===== src/core/tlip_defines.vh =====
// Register map, field positions, reset values and vectors of the interrupt controller
`ifndef TLIP_DEFINES_VH
`define TLIP_DEFINES_VH

// Register byte offsets
`define TLIP_OFF_LEGACY_ENABLE   8'h00
`define TLIP_OFF_LEGACY_PRIO     8'h04
`define TLIP_OFF_ADDED_ENABLE    8'h08
`define TLIP_OFF_ADDED_PRIO      8'h0C
`define TLIP_OFF_LINK_CONTROL    8'h10
`define TLIP_OFF_EVENT_STATUS    8'h14
`define TLIP_OFF_EVENT_MASK      8'h18
`define TLIP_OFF_DISPATCH_STATE  8'h1C

// Reset values
`define TLIP_RST_LEGACY_ENABLE   8'h00
`define TLIP_RST_LEGACY_PRIO     5'h00
`define TLIP_RST_ADDED_ENABLE    6'h00
`define TLIP_RST_ADDED_PRIO      6'h00
`define TLIP_RST_LINK_CONTROL    2'h0
`define TLIP_RST_EVENT_STATUS    3'h0
`define TLIP_RST_EVENT_MASK      3'h0

// Legacy enable / priority fields
`define TLIP_BIT_GLOBAL_ENABLE   7
`define TLIP_BIT_EXT_IRQ0        0
`define TLIP_BIT_TIMER_ZERO      1
`define TLIP_BIT_EXT_IRQ1        2
`define TLIP_BIT_TIMER_ONE       3
`define TLIP_BIT_SERIAL_PORT     4

// Added enable / priority fields
`define TLIP_BIT_RX_VALID        0
`define TLIP_BIT_RX_ERROR        1
`define TLIP_BIT_DMA_CH0         2
`define TLIP_BIT_TX_VALID        3
`define TLIP_BIT_DMA_CH1         4
`define TLIP_BIT_TX_ERROR        5

// Link control fields
`define TLIP_BIT_RX_DMA_MODE     0
`define TLIP_BIT_TX_DMA_MODE     1

// Event status / mask fields
`define TLIP_BIT_EV_LOW_TAKEN    0
`define TLIP_BIT_EV_HIGH_TAKEN   1
`define TLIP_BIT_EV_PREEMPT      2

// Vector addresses
`define TLIP_VEC_EXT_IRQ0        8'h03
`define TLIP_VEC_TIMER_ZERO      8'h0B
`define TLIP_VEC_EXT_IRQ1        8'h13
`define TLIP_VEC_TIMER_ONE       8'h1B
`define TLIP_VEC_SERIAL_PORT     8'h23
`define TLIP_VEC_RX_VALID        8'h2B
`define TLIP_VEC_RX_ERROR        8'h33
`define TLIP_VEC_DMA_CH0         8'h3B
`define TLIP_VEC_TX_VALID        8'h43
`define TLIP_VEC_TX_ERROR        8'h4B
`define TLIP_VEC_DMA_CH1         8'h53

// Source count in polling order
`define TLIP_NUM_SRC             11

`endif


===== src/core/tlip_ctrl.v =====
// Two-level interrupt priority, polling and vector controller with APB registers
// Summary of operation
// [RQ1] An added source with priority bit 1 outranks any source with bit 0.
// [RQ2] Added priority bits: 5 tx error, 4 dma1, 3 tx valid, 2 dma0, 1 rx error, 0 rx valid.
// [RQ3] Same level polls ext0, rx valid, timer0, rx error, dma0, ext1, tx valid, dma1, timer1, tx error, serial.
// [RQ4] Legacy priority five bits reset to zero; upper three bits read zero.
// [RQ5] Receive valid vectors 2BH; buffer not empty, or receive done under DMA.
// [RQ6] Receive error vectors 33H; CRC, overrun, abort or alignment error in either mode.
// [RQ7] Transmit valid vectors 43H; buffer not full, or transmit done under DMA.
// [RQ8] Transmit error vectors 4BH; missing ack or collision, plus underrun under DMA.
// [RQ9] High request preempts a low routine; nothing preempts its own level or higher.
`include "tlip_defines.vh"
module tlip_ctrl (
    // Clock and reset
    input  wire        pclk,
    input  wire        presetn,
    // APB slave
    input  wire        psel,
    input  wire        penable,
    input  wire        pwrite,
    input  wire [7:0]  paddr,
    input  wire [31:0] pwdata,
    output wire        pready,
    output wire        pslverr,
    output wire [31:0] prdata,
    // Legacy sources
    input  wire        ext_irq0,
    input  wire        timer_zero_ovf,
    input  wire        ext_irq1,
    input  wire        timer_one_ovf,
    input  wire        serial_port_irq,
    // Serial link receive flags
    input  wire        rx_buffer_not_empty,
    input  wire        rx_done,
    input  wire        crc_error_flag,
    input  wire        overrun_flag,
    input  wire        receive_abort_flag,
    input  wire        alignment_error_flag,
    // Serial link transmit flags
    input  wire        tx_buffer_not_full,
    input  wire        tx_done,
    input  wire        missing_ack_flag,
    input  wire        collision_flag,
    input  wire        underrun_flag,
    // DMA completions
    input  wire        dma_ch0_done,
    input  wire        dma_ch1_done,
    // Processor core
    input  wire        core_ack,
    input  wire        core_return,
    output wire        core_irq_req,
    output wire [7:0]  core_vector,
    output wire        core_level_high,
    output wire [1:0]  in_service,
    // Summary interrupt
    output wire        irq
);
    localparam W = 4;

    // Registers
    reg  [7:0]  legacy_source_enable_reg;
    reg  [4:0]  legacy_source_priority_reg;
    reg  [5:0]  added_source_enable_reg;
    reg  [5:0]  added_source_priority_reg;
    reg  [1:0]  link_control_reg;
    reg  [2:0]  event_status_reg;
    reg  [2:0]  event_mask_reg;
    reg  [31:0] prdata_reg;
    reg  [31:0] prdata_next;
    reg         mapped_next;
    reg         mapped_reg;

    // Dispatch state
    reg         req_reg;
    reg  [7:0]  vector_reg;
    reg         level_reg;
    reg  [1:0]  isr_reg;
    reg         req_next;
    reg  [7:0]  vector_next;
    reg         level_next;
    reg  [1:0]  isr_next;
    reg  [2:0]  event_set;

    wire        setup_phase = psel & ~penable;
    wire        access_wr   = psel & penable & pwrite;
    wire        global_en   = legacy_source_enable_reg[`TLIP_BIT_GLOBAL_ENABLE];
    wire        rx_dma      = link_control_reg[`TLIP_BIT_RX_DMA_MODE];
    wire        tx_dma      = link_control_reg[`TLIP_BIT_TX_DMA_MODE];

    // Read-only snapshot of the offer and the in-service stack
    wire [12:0] dispatch_word = {isr_reg, level_reg, req_reg, 1'b0, vector_reg};

    // Derived link requests
    wire rx_valid_req = rx_dma ? rx_done : rx_buffer_not_empty;                              // RQ5
    wire rx_error_req = crc_error_flag | overrun_flag | receive_abort_flag
                      | alignment_error_flag;                                                 // RQ6
    wire tx_valid_req = tx_dma ? tx_done : tx_buffer_not_full;                               // RQ7
    wire tx_error_req = missing_ack_flag | collision_flag | (tx_dma & underrun_flag);         // RQ8

    // Sources, enables and levels in polling order
    wire [10:0] src_flag = {
        serial_port_irq,
        tx_error_req,
        timer_one_ovf,
        dma_ch1_done,
        tx_valid_req,
        ext_irq1,
        dma_ch0_done,
        rx_error_req,
        timer_zero_ovf,
        rx_valid_req,
        ext_irq0};                                                                            // RQ3
    wire [10:0] src_en = {
        legacy_source_enable_reg[`TLIP_BIT_SERIAL_PORT],
        added_source_enable_reg[`TLIP_BIT_TX_ERROR],
        legacy_source_enable_reg[`TLIP_BIT_TIMER_ONE],
        added_source_enable_reg[`TLIP_BIT_DMA_CH1],
        added_source_enable_reg[`TLIP_BIT_TX_VALID],
        legacy_source_enable_reg[`TLIP_BIT_EXT_IRQ1],
        added_source_enable_reg[`TLIP_BIT_DMA_CH0],
        added_source_enable_reg[`TLIP_BIT_RX_ERROR],
        legacy_source_enable_reg[`TLIP_BIT_TIMER_ZERO],
        added_source_enable_reg[`TLIP_BIT_RX_VALID],
        legacy_source_enable_reg[`TLIP_BIT_EXT_IRQ0]};
    wire [10:0] src_high = {
        legacy_source_priority_reg[`TLIP_BIT_SERIAL_PORT],
        added_source_priority_reg[`TLIP_BIT_TX_ERROR],
        legacy_source_priority_reg[`TLIP_BIT_TIMER_ONE],
        added_source_priority_reg[`TLIP_BIT_DMA_CH1],
        added_source_priority_reg[`TLIP_BIT_TX_VALID],
        legacy_source_priority_reg[`TLIP_BIT_EXT_IRQ1],
        added_source_priority_reg[`TLIP_BIT_DMA_CH0],
        added_source_priority_reg[`TLIP_BIT_RX_ERROR],
        legacy_source_priority_reg[`TLIP_BIT_TIMER_ZERO],
        added_source_priority_reg[`TLIP_BIT_RX_VALID],
        legacy_source_priority_reg[`TLIP_BIT_EXT_IRQ0]};                                      // RQ2

    wire [10:0] live     = src_flag & src_en & {11{global_en}};
    wire [10:0] live_hi  = live & src_high;                                                   // RQ1
    wire [10:0] live_lo  = live & ~src_high;

    wire         hit_hi;
    wire         hit_lo;
    wire [W-1:0] idx_hi;
    wire [W-1:0] idx_lo;

    // One picker per level keeps the polling order identical on both
    tlip_pick #(.N(`TLIP_NUM_SRC), .W(W)) u_pick_hi (
        .req (live_hi),
        .hit (hit_hi),
        .idx (idx_hi)
    );

    tlip_pick #(.N(`TLIP_NUM_SRC), .W(W)) u_pick_lo (
        .req (live_lo),
        .hit (hit_lo),
        .idx (idx_lo)
    );

    // Polling position to vector address
    function [7:0] vec_of;
        input [W-1:0] pos;
        begin
            case (pos)
                4'h0:    vec_of = `TLIP_VEC_EXT_IRQ0;
                4'h1:    vec_of = `TLIP_VEC_RX_VALID;      // RQ5
                4'h2:    vec_of = `TLIP_VEC_TIMER_ZERO;
                4'h3:    vec_of = `TLIP_VEC_RX_ERROR;      // RQ6
                4'h4:    vec_of = `TLIP_VEC_DMA_CH0;
                4'h5:    vec_of = `TLIP_VEC_EXT_IRQ1;
                4'h6:    vec_of = `TLIP_VEC_TX_VALID;      // RQ7
                4'h7:    vec_of = `TLIP_VEC_DMA_CH1;
                4'h8:    vec_of = `TLIP_VEC_TIMER_ONE;
                4'h9:    vec_of = `TLIP_VEC_TX_ERROR;      // RQ8
                4'hA:    vec_of = `TLIP_VEC_SERIAL_PORT;
                default: vec_of = 8'h00;
            endcase
        end
    endfunction

    // Request selection and in-service tracking
    always @* begin
        req_next    = 1'b0;
        vector_next = vector_reg;
        level_next  = level_reg;
        isr_next    = isr_reg;
        event_set   = 3'h0;
        // Accept the offered request; clear the offer so it is not taken twice
        if (core_ack && req_reg) begin
            if (level_reg) begin
                isr_next[1] = 1'b1;
                event_set[`TLIP_BIT_EV_HIGH_TAKEN] = 1'b1;
                if (isr_reg[0]) begin
                    event_set[`TLIP_BIT_EV_PREEMPT] = 1'b1;
                end
            end else begin
                isr_next[0] = 1'b1;
                event_set[`TLIP_BIT_EV_LOW_TAKEN] = 1'b1;
            end
        end else begin
            // Return ends the highest routine in service
            if (core_return) begin
                if (isr_reg[1]) begin
                    isr_next[1] = 1'b0;
                end else begin
                    isr_next[0] = 1'b0;
                end
            end
            // Using isr_next lets a return and a fresh offer share one edge
            if (hit_hi && !isr_next[1]) begin                                     // RQ9
                req_next    = 1'b1;
                vector_next = vec_of(idx_hi);
                level_next  = 1'b1;
            end else if (hit_lo && isr_next == 2'b00) begin                       // RQ9
                req_next    = 1'b1;
                vector_next = vec_of(idx_lo);
                level_next  = 1'b0;
            end
        end
    end

    // Read data, captured in the setup phase for a zero-wait answer
    always @* begin
        prdata_next = 32'h0000_0000;
        mapped_next = 1'b1;
        case (paddr)
            `TLIP_OFF_LEGACY_ENABLE:   prdata_next[7:0] = legacy_source_enable_reg;
            `TLIP_OFF_LEGACY_PRIO:     prdata_next[4:0] = legacy_source_priority_reg; // RQ4
            `TLIP_OFF_ADDED_ENABLE:    prdata_next[5:0] = added_source_enable_reg;
            `TLIP_OFF_ADDED_PRIO:      prdata_next[5:0] = added_source_priority_reg;
            `TLIP_OFF_LINK_CONTROL:    prdata_next[1:0] = link_control_reg;
            `TLIP_OFF_EVENT_STATUS:    prdata_next[2:0] = event_status_reg;
            `TLIP_OFF_EVENT_MASK:      prdata_next[2:0] = event_mask_reg;
            `TLIP_OFF_DISPATCH_STATE:  prdata_next[12:0] = dispatch_word;
            default:                   mapped_next = 1'b0;
        endcase
    end

    always @(posedge pclk or negedge presetn) begin
        if (!presetn) begin
            prdata_reg <= 32'h0000_0000;
            mapped_reg <= 1'b1;
        end else if (setup_phase) begin
            prdata_reg <= prdata_next;
            mapped_reg <= mapped_next;
        end
    end

    // Register writes; hardware set of a status bit wins over a write-one clear
    always @(posedge pclk or negedge presetn) begin
        if (!presetn) begin
            legacy_source_enable_reg   <= `TLIP_RST_LEGACY_ENABLE;
            legacy_source_priority_reg <= `TLIP_RST_LEGACY_PRIO;       // RQ4
            added_source_enable_reg    <= `TLIP_RST_ADDED_ENABLE;
            added_source_priority_reg  <= `TLIP_RST_ADDED_PRIO;
            link_control_reg           <= `TLIP_RST_LINK_CONTROL;
            event_status_reg           <= `TLIP_RST_EVENT_STATUS;
            event_mask_reg             <= `TLIP_RST_EVENT_MASK;
        end else begin
            if (access_wr && paddr == `TLIP_OFF_EVENT_STATUS) begin
                event_status_reg <= (event_status_reg & ~pwdata[2:0]) | event_set;
            end else begin
                event_status_reg <= event_status_reg | event_set;
            end
            if (access_wr) begin
                case (paddr)
                    `TLIP_OFF_LEGACY_ENABLE: legacy_source_enable_reg   <= {pwdata[7], 2'b00, pwdata[4:0]};
                    `TLIP_OFF_LEGACY_PRIO:   legacy_source_priority_reg <= pwdata[4:0];
                    `TLIP_OFF_ADDED_ENABLE:  added_source_enable_reg    <= pwdata[5:0];
                    `TLIP_OFF_ADDED_PRIO:    added_source_priority_reg  <= pwdata[5:0];  // RQ2
                    `TLIP_OFF_LINK_CONTROL:  link_control_reg           <= pwdata[1:0];
                    `TLIP_OFF_EVENT_MASK:    event_mask_reg             <= pwdata[2:0];
                    default:                 event_mask_reg             <= event_mask_reg;
                endcase
            end
        end
    end

    // Dispatch flip-flops
    always @(posedge pclk or negedge presetn) begin
        if (!presetn) begin
            req_reg    <= 1'b0;
            vector_reg <= 8'h00;
            level_reg  <= 1'b0;
            isr_reg    <= 2'b00;
        end else begin
            req_reg    <= req_next;
            vector_reg <= vector_next;
            level_reg  <= level_next;
            isr_reg    <= isr_next;
        end
    end

    // Outputs
    assign pready          = 1'b1;
    assign pslverr         = psel & penable & ~mapped_reg;
    assign prdata          = prdata_reg;
    assign core_irq_req    = req_reg;
    assign core_vector     = vector_reg;
    assign core_level_high = level_reg;
    assign in_service      = isr_reg;
    assign irq             = |(event_status_reg & event_mask_reg);
endmodule // tlip_ctrl


===== src/core/tlip_pick.v =====
// First-set picker: lowest index wins
`include "tlip_defines.vh"
module tlip_pick #(
    parameter N = 11,
    parameter W = 4
) (
    // Requests in polling order
    input  wire [N-1:0] req,
    // Result
    output reg          hit,
    output reg  [W-1:0] idx
);
    integer i;

    always @* begin
        hit = 1'b0;
        idx = {W{1'b0}};
        for (i = N - 1; i >= 0; i = i - 1) begin
            if (req[i]) begin
                hit = 1'b1;
                idx = i[W-1:0];
            end
        end
    end
endmodule // tlip_pick


===== config.mk =====
export PLATFORM = sky130hd
export DESIGN_NAME = tlip_ctrl
export DESIGN_NICKNAME = d
export VERILOG_FILES = /design/src/core/tlip_ctrl.v /design/src/core/tlip_pick.v
export VERILOG_INCLUDE_DIRS = /design/src /design/src/core
export SDC_FILE = /design/constraint.sdc
export NUM_CORES = 1
export LEC_CHECK = 0
export BUFFER_PORTS_ARGS = -buffer_cell sky130_fd_sc_hd__buf_2
export CORE_MARGIN = 3
export CORE_UTILIZATION = 30
export DETAILED_ROUTE_END_ITERATION = 7
export PLACE_DENSITY = 0.54
export SKIP_LAST_GASP = 1
export SLEW_MARGIN = 20
export SYNTH_ARGS = -nofsm -noshare
export SYNTH_HDL_FRONTEND = slang
export SYNTH_SLANG_ARGS = --single-unit

===== constraint.sdc =====
create_clock -name pclk -period 3.55 [get_ports pclk]
set_input_delay 0.71 -clock pclk [delete_from_list [all_inputs] [get_ports pclk]]
set_output_delay 0.71 -clock pclk [all_outputs]
set_load 0.005 [all_outputs]

==> run_summary.xml <==
<?xml version="1.0" encoding="UTF-8"?>
<metrics>
  <group name="setup_path">
    <metric name="worst_ep_required_time" unit="ns">3.74</metric>
    <metric name="cpPeakStageDelay" unit="ns">0.57</metric>
    <metric name="cell_by_cell_listing_of_the_critical_path" unit="">buf_4 -&gt; nand2_1 -&gt; nor3b_1 -&gt; a21oi_1 -&gt; nor2_1 -&gt; o21ai_0 -&gt; ha_1 -&gt; a211oi_1 -&gt; o21a_1 -&gt; o31ai_1 -&gt; a31o_2</metric>
    <metric name="cp_max_fo" unit="">15</metric>
    <metric name="startpoint_type_of_the_worst_setup_path" unit="">flip-flop</metric>
    <metric name="register_to_register_setup_slack" unit="ns">0.53</metric>
    <metric name="worst_ep_arrival_time" unit="ns">3.21</metric>
    <metric name="critical_path.slowest_cell" unit="">dfrtp_1</metric>
    <metric name="sort_of_element_at_the_end_of_the_critical_path" unit="">flip-flop</metric>
    <metric name="criticalPathCategory" unit="">reg2reg</metric>
  </group>
  <group name="job">
    <metric name="maxCapViolations" unit="">0</metric>
  </group>
  <group name="outcome">
    <metric name="result_of_the_run" unit="">completed</metric>
  </group>
  <group name="detailed_routing">
    <metric name="routed-via-count" unit="">2889</metric>
    <metric name="drtPass1Iterations" unit="">5</metric>
    <metric name="wire_per_inst" unit="microns">16.7</metric>
    <metric name="vias_per_cell" unit="">5.25</metric>
    <metric name="remaining_number_of_nets_flagged_by_the_antenna_check_after_routing" unit="">0</metric>
    <metric name="routed_wl" unit="microns">9200</metric>
    <metric name="detail_route.iter0.violations" unit="">308</metric>
    <metric name="detail_route.drc_violations" unit="">0</metric>
  </group>
  <group name="clock_network">
    <metric name="cts_root_buf" unit="">clkbuf_8</metric>
    <metric name="clock_tree.buffer_depth" unit="">2</metric>
    <metric name="number_of_hold_buffers_added_after_cts" unit="">0</metric>
    <metric name="insertion_delay" unit="ns">0.30</metric>
    <metric name="cts_buf_count" unit="">5</metric>
    <metric name="post-cts-setup-buffers" unit="">0</metric>
    <metric name="tritoncts" unit="">yes</metric>
    <metric name="post_cts_resized" unit="">0</metric>
    <metric name="cts.sinks" unit="">53</metric>
    <metric name="htree_levels" unit="">2</metric>
    <metric name="path_clk_slew" unit="ns">0.09</metric>
  </group>
  <group name="timing">
    <metric name="setup_viol_count_final" unit="">0</metric>
    <metric name="timing_worst_slew_pin_value" unit="ns">0.936</metric>
    <metric name="maximum_clock_frequency" unit="GHz">0.331</metric>
    <metric name="timing.final.ws_setup" unit="ns">0.533</metric>
    <metric name="rsz_0062_raised_after_global_routing" unit="">no</metric>
    <metric name="hold_slack" unit="ns">0.362</metric>
    <metric name="slew_viol_final" unit="">0</metric>
    <metric name="timing.final.hold_violations" unit="">0</metric>
    <metric name="final_min_period_over_clock_period" unit="%">85.0</metric>
    <metric name="slew-limit-headroom" unit="%">37.6</metric>
    <metric name="clock_skew" unit="ns">0.00680</metric>
    <metric name="tns" unit="ns">0</metric>
    <metric name="period_minus_slack" unit="ns">3.02</metric>
  </group>
  <group name="synth">
    <metric name="number_of_warning_messages_in_the_yosys_log" unit="">0</metric>
    <metric name="yosys.cell_types.count" unit="">59</metric>
    <metric name="synth.top_cell.area_share" unit="%">38.8</metric>
    <metric name="ys.flop_type" unit="">dfrtp_1</metric>
    <metric name="seq_area_frac_synth" unit="%">39.6</metric>
    <metric name="ys_seq_elements" unit="">53</metric>
    <metric name="mappedNetlistArea" unit="sq um">3350</metric>
    <metric name="synth.area.top_cells" unit="">dfrtp_1, mux2_2, buf_4, nand2_1, ha_1</metric>
    <metric name="synth_top_cell_by_area" unit="">dfrtp_1</metric>
    <metric name="post_synth.cell_area_avg" unit="sq um">9.58</metric>
    <metric name="yosysMostFrequentCell" unit="">dfrtp_1</metric>
    <metric name="share_of_flip_flops_with_an_asynchronous_set_or_reset" unit="%">100</metric>
    <metric name="synthCells" unit="">350</metric>
    <metric name="synthTopCellsByCount" unit="">dfrtp_1, nand2_1, mux2_2</metric>
    <metric name="synth-edff-count" unit="">0</metric>
  </group>
  <group name="pwr">
    <metric name="lkg_pwr" unit="nW">1.88</metric>
    <metric name="total_power" unit="mW">1.04</metric>
    <metric name="power.ir.vdd_worst" unit="V">0.000133</metric>
    <metric name="p_per_area" unit="nW/um^2">274</metric>
  </group>
  <group name="global_routing">
    <metric name="grt_pass1_vias" unit="">2736</metric>
    <metric name="overflow_left_after_global_routing" unit="">0</metric>
    <metric name="grt_antenna_before_repair" unit="">0</metric>
    <metric name="global_route.usage.total" unit="%">14.8</metric>
    <metric name="grt_pass1_wl" unit="microns">14900</metric>
    <metric name="grt_start_max_net_pins" unit="">34</metric>
  </group>
  <group name="placement">
    <metric name="place.detailed.hpwl" unit="microns">7400</metric>
    <metric name="port_buffers" unit="">63</metric>
    <metric name="pre_cts_slack" unit="ns">0.353</metric>
    <metric name="replace_congestion" unit="">0.885</metric>
  </group>
  <group name="floorplanning">
    <metric name="floorplan.io_pins" unit="">112</metric>
    <metric name="total_die_area" unit="sq um">12500</metric>
    <metric name="fp.dieW" unit="microns">112</metric>
    <metric name="placementRows" unit="">37</metric>
    <metric name="initial_core_util" unit="%">31.6</metric>
    <metric name="floorplan.die.height" unit="microns">112</metric>
    <metric name="core-area" unit="sq um">10600</metric>
  </group>
  <group name="layout">
    <metric name="syn_to_final_growth" unit="%">13.6</metric>
    <metric name="drive_above_1_share" unit="%">26.3</metric>
    <metric name="final_net_count" unit="">486</metric>
    <metric name="antenna_cells_inserted" unit="">0</metric>
    <metric name="largest_register_ffs" unit="">12</metric>
  </group>
  <group name="worst_hold_path">
    <metric name="min-delay-path-class" unit="">in2async</metric>
  </group>
</metrics>
[power by group]
part	total, mW	switching (mW)	internal [mW]
clock	0.330	0.189	0.141
sequential	0.627	0.0132	0.614
combinational	0.0861	0.0533	0.0328
[final cells by class]
cell class	instances	area, sq um
tap	136	170
fill	1098	6790
inverter	11	41.3
clock buffer	8	80.1
sequential	53	1330
timing repair buffer	68	353
multi-input combinational	274	1840
[through the flow]
stage	utilization (%)	instance area [sq um]	cells
after CTS	35.9	3810	550
final	35.9	3810	550
after global placement	35.2	3730	542
after global routing	35.9	3810	550
after floorplan	-	3430	371
after detailed placement	35.2	3730	542
[cells in the final DEF (no fill, tap or decap), types with 3 or more instances in the layout]
cell / Yosys / routed
a221oi_1: 3 / 3
a22o_1: 3 / 3
a21o_1: 6 / 6
a222oi_1: 3 / 3
nor3_1: 7 / 7
nor2_1: 17 / 17
a211oi_1: 4 / 4
nand2b_1: 6 / 6
a31oi_1: 5 / 5
clkbuf_1: 5 / 3
and3_1: 4 / 4
buf_2: 3 / 63
a22oi_1: 9 / 9
nor3b_1: 3 / 3
and4_1: 3 / 3
nor2b_1: 3 / 3
ha_1: 8 / 8
clkbuf_8: 0 / 5
nand4b_1: 6 / 6
o21bai_1: 3 / 3
a21oi_1: 15 / 15
mux2_2: 28 / 28
and4b_1: 4 / 4
nand4_1: 7 / 7
buf_4: 24 / 5
o31ai_1: 4 / 4
nand3_1: 9 / 9
o21ai_0: 18 / 18
nand2_1: 37 / 37
dfrtp_1: 52 / 52
inv_1: 11 / 11
conb_1: 2 / 23
[critical path: cells and delay by family, from the launching register on]
kind            cells  cell delay (ns)
simple gates        3             0.77
compound gates      6             1.04
fa+ha+maj           1             0.26
flops               1             0.57
buf+inv             1             0.26
[layer usage]
metal / track usage (%) / vias up / routed length [microns]
li1: - / 1378 / -
met1: 21.9 / 1374 / 4340
met2: 22.7 / 125 / 4100
met3: 2.83 / 12 / 662
met4: 2.43 / 0 / 93
met5: 0 / - / 0
[worst paths after layout]
check | start | cells past startpoint | endpoint
hold / removal | presetn | 1 | added_source_priority_reg[4]
hold reg to reg | prdata[9] | 2 | prdata[9]
min in group pclk | prdata[9] | 2 | prdata[9]
setup / recovery | legacy_source_enable_reg[7] | 11 | core_vector[5]
max in group asynchronous | presetn | 2 | mapped_reg
setup reg to reg | legacy_source_enable_reg[7] | 11 | core_vector[5]
[kinds of logic (layout without fill, tap and decap cells)]
kind of cell               Yosys count  in the layout  share of synthesized area [%]
muxes                               32             32                           10.9
other                                2             23                          0.224
buffers and inverters               44             87                           7.95
DFF                                 53             53                           39.6
and+or+nand+nor                    121            121                           19.6
AOI/OAI and AO/OA                   89             89                           18.4
adders and majority gates            9              9                           3.28
Note: power is estimated with default switching activity, not from simulation.
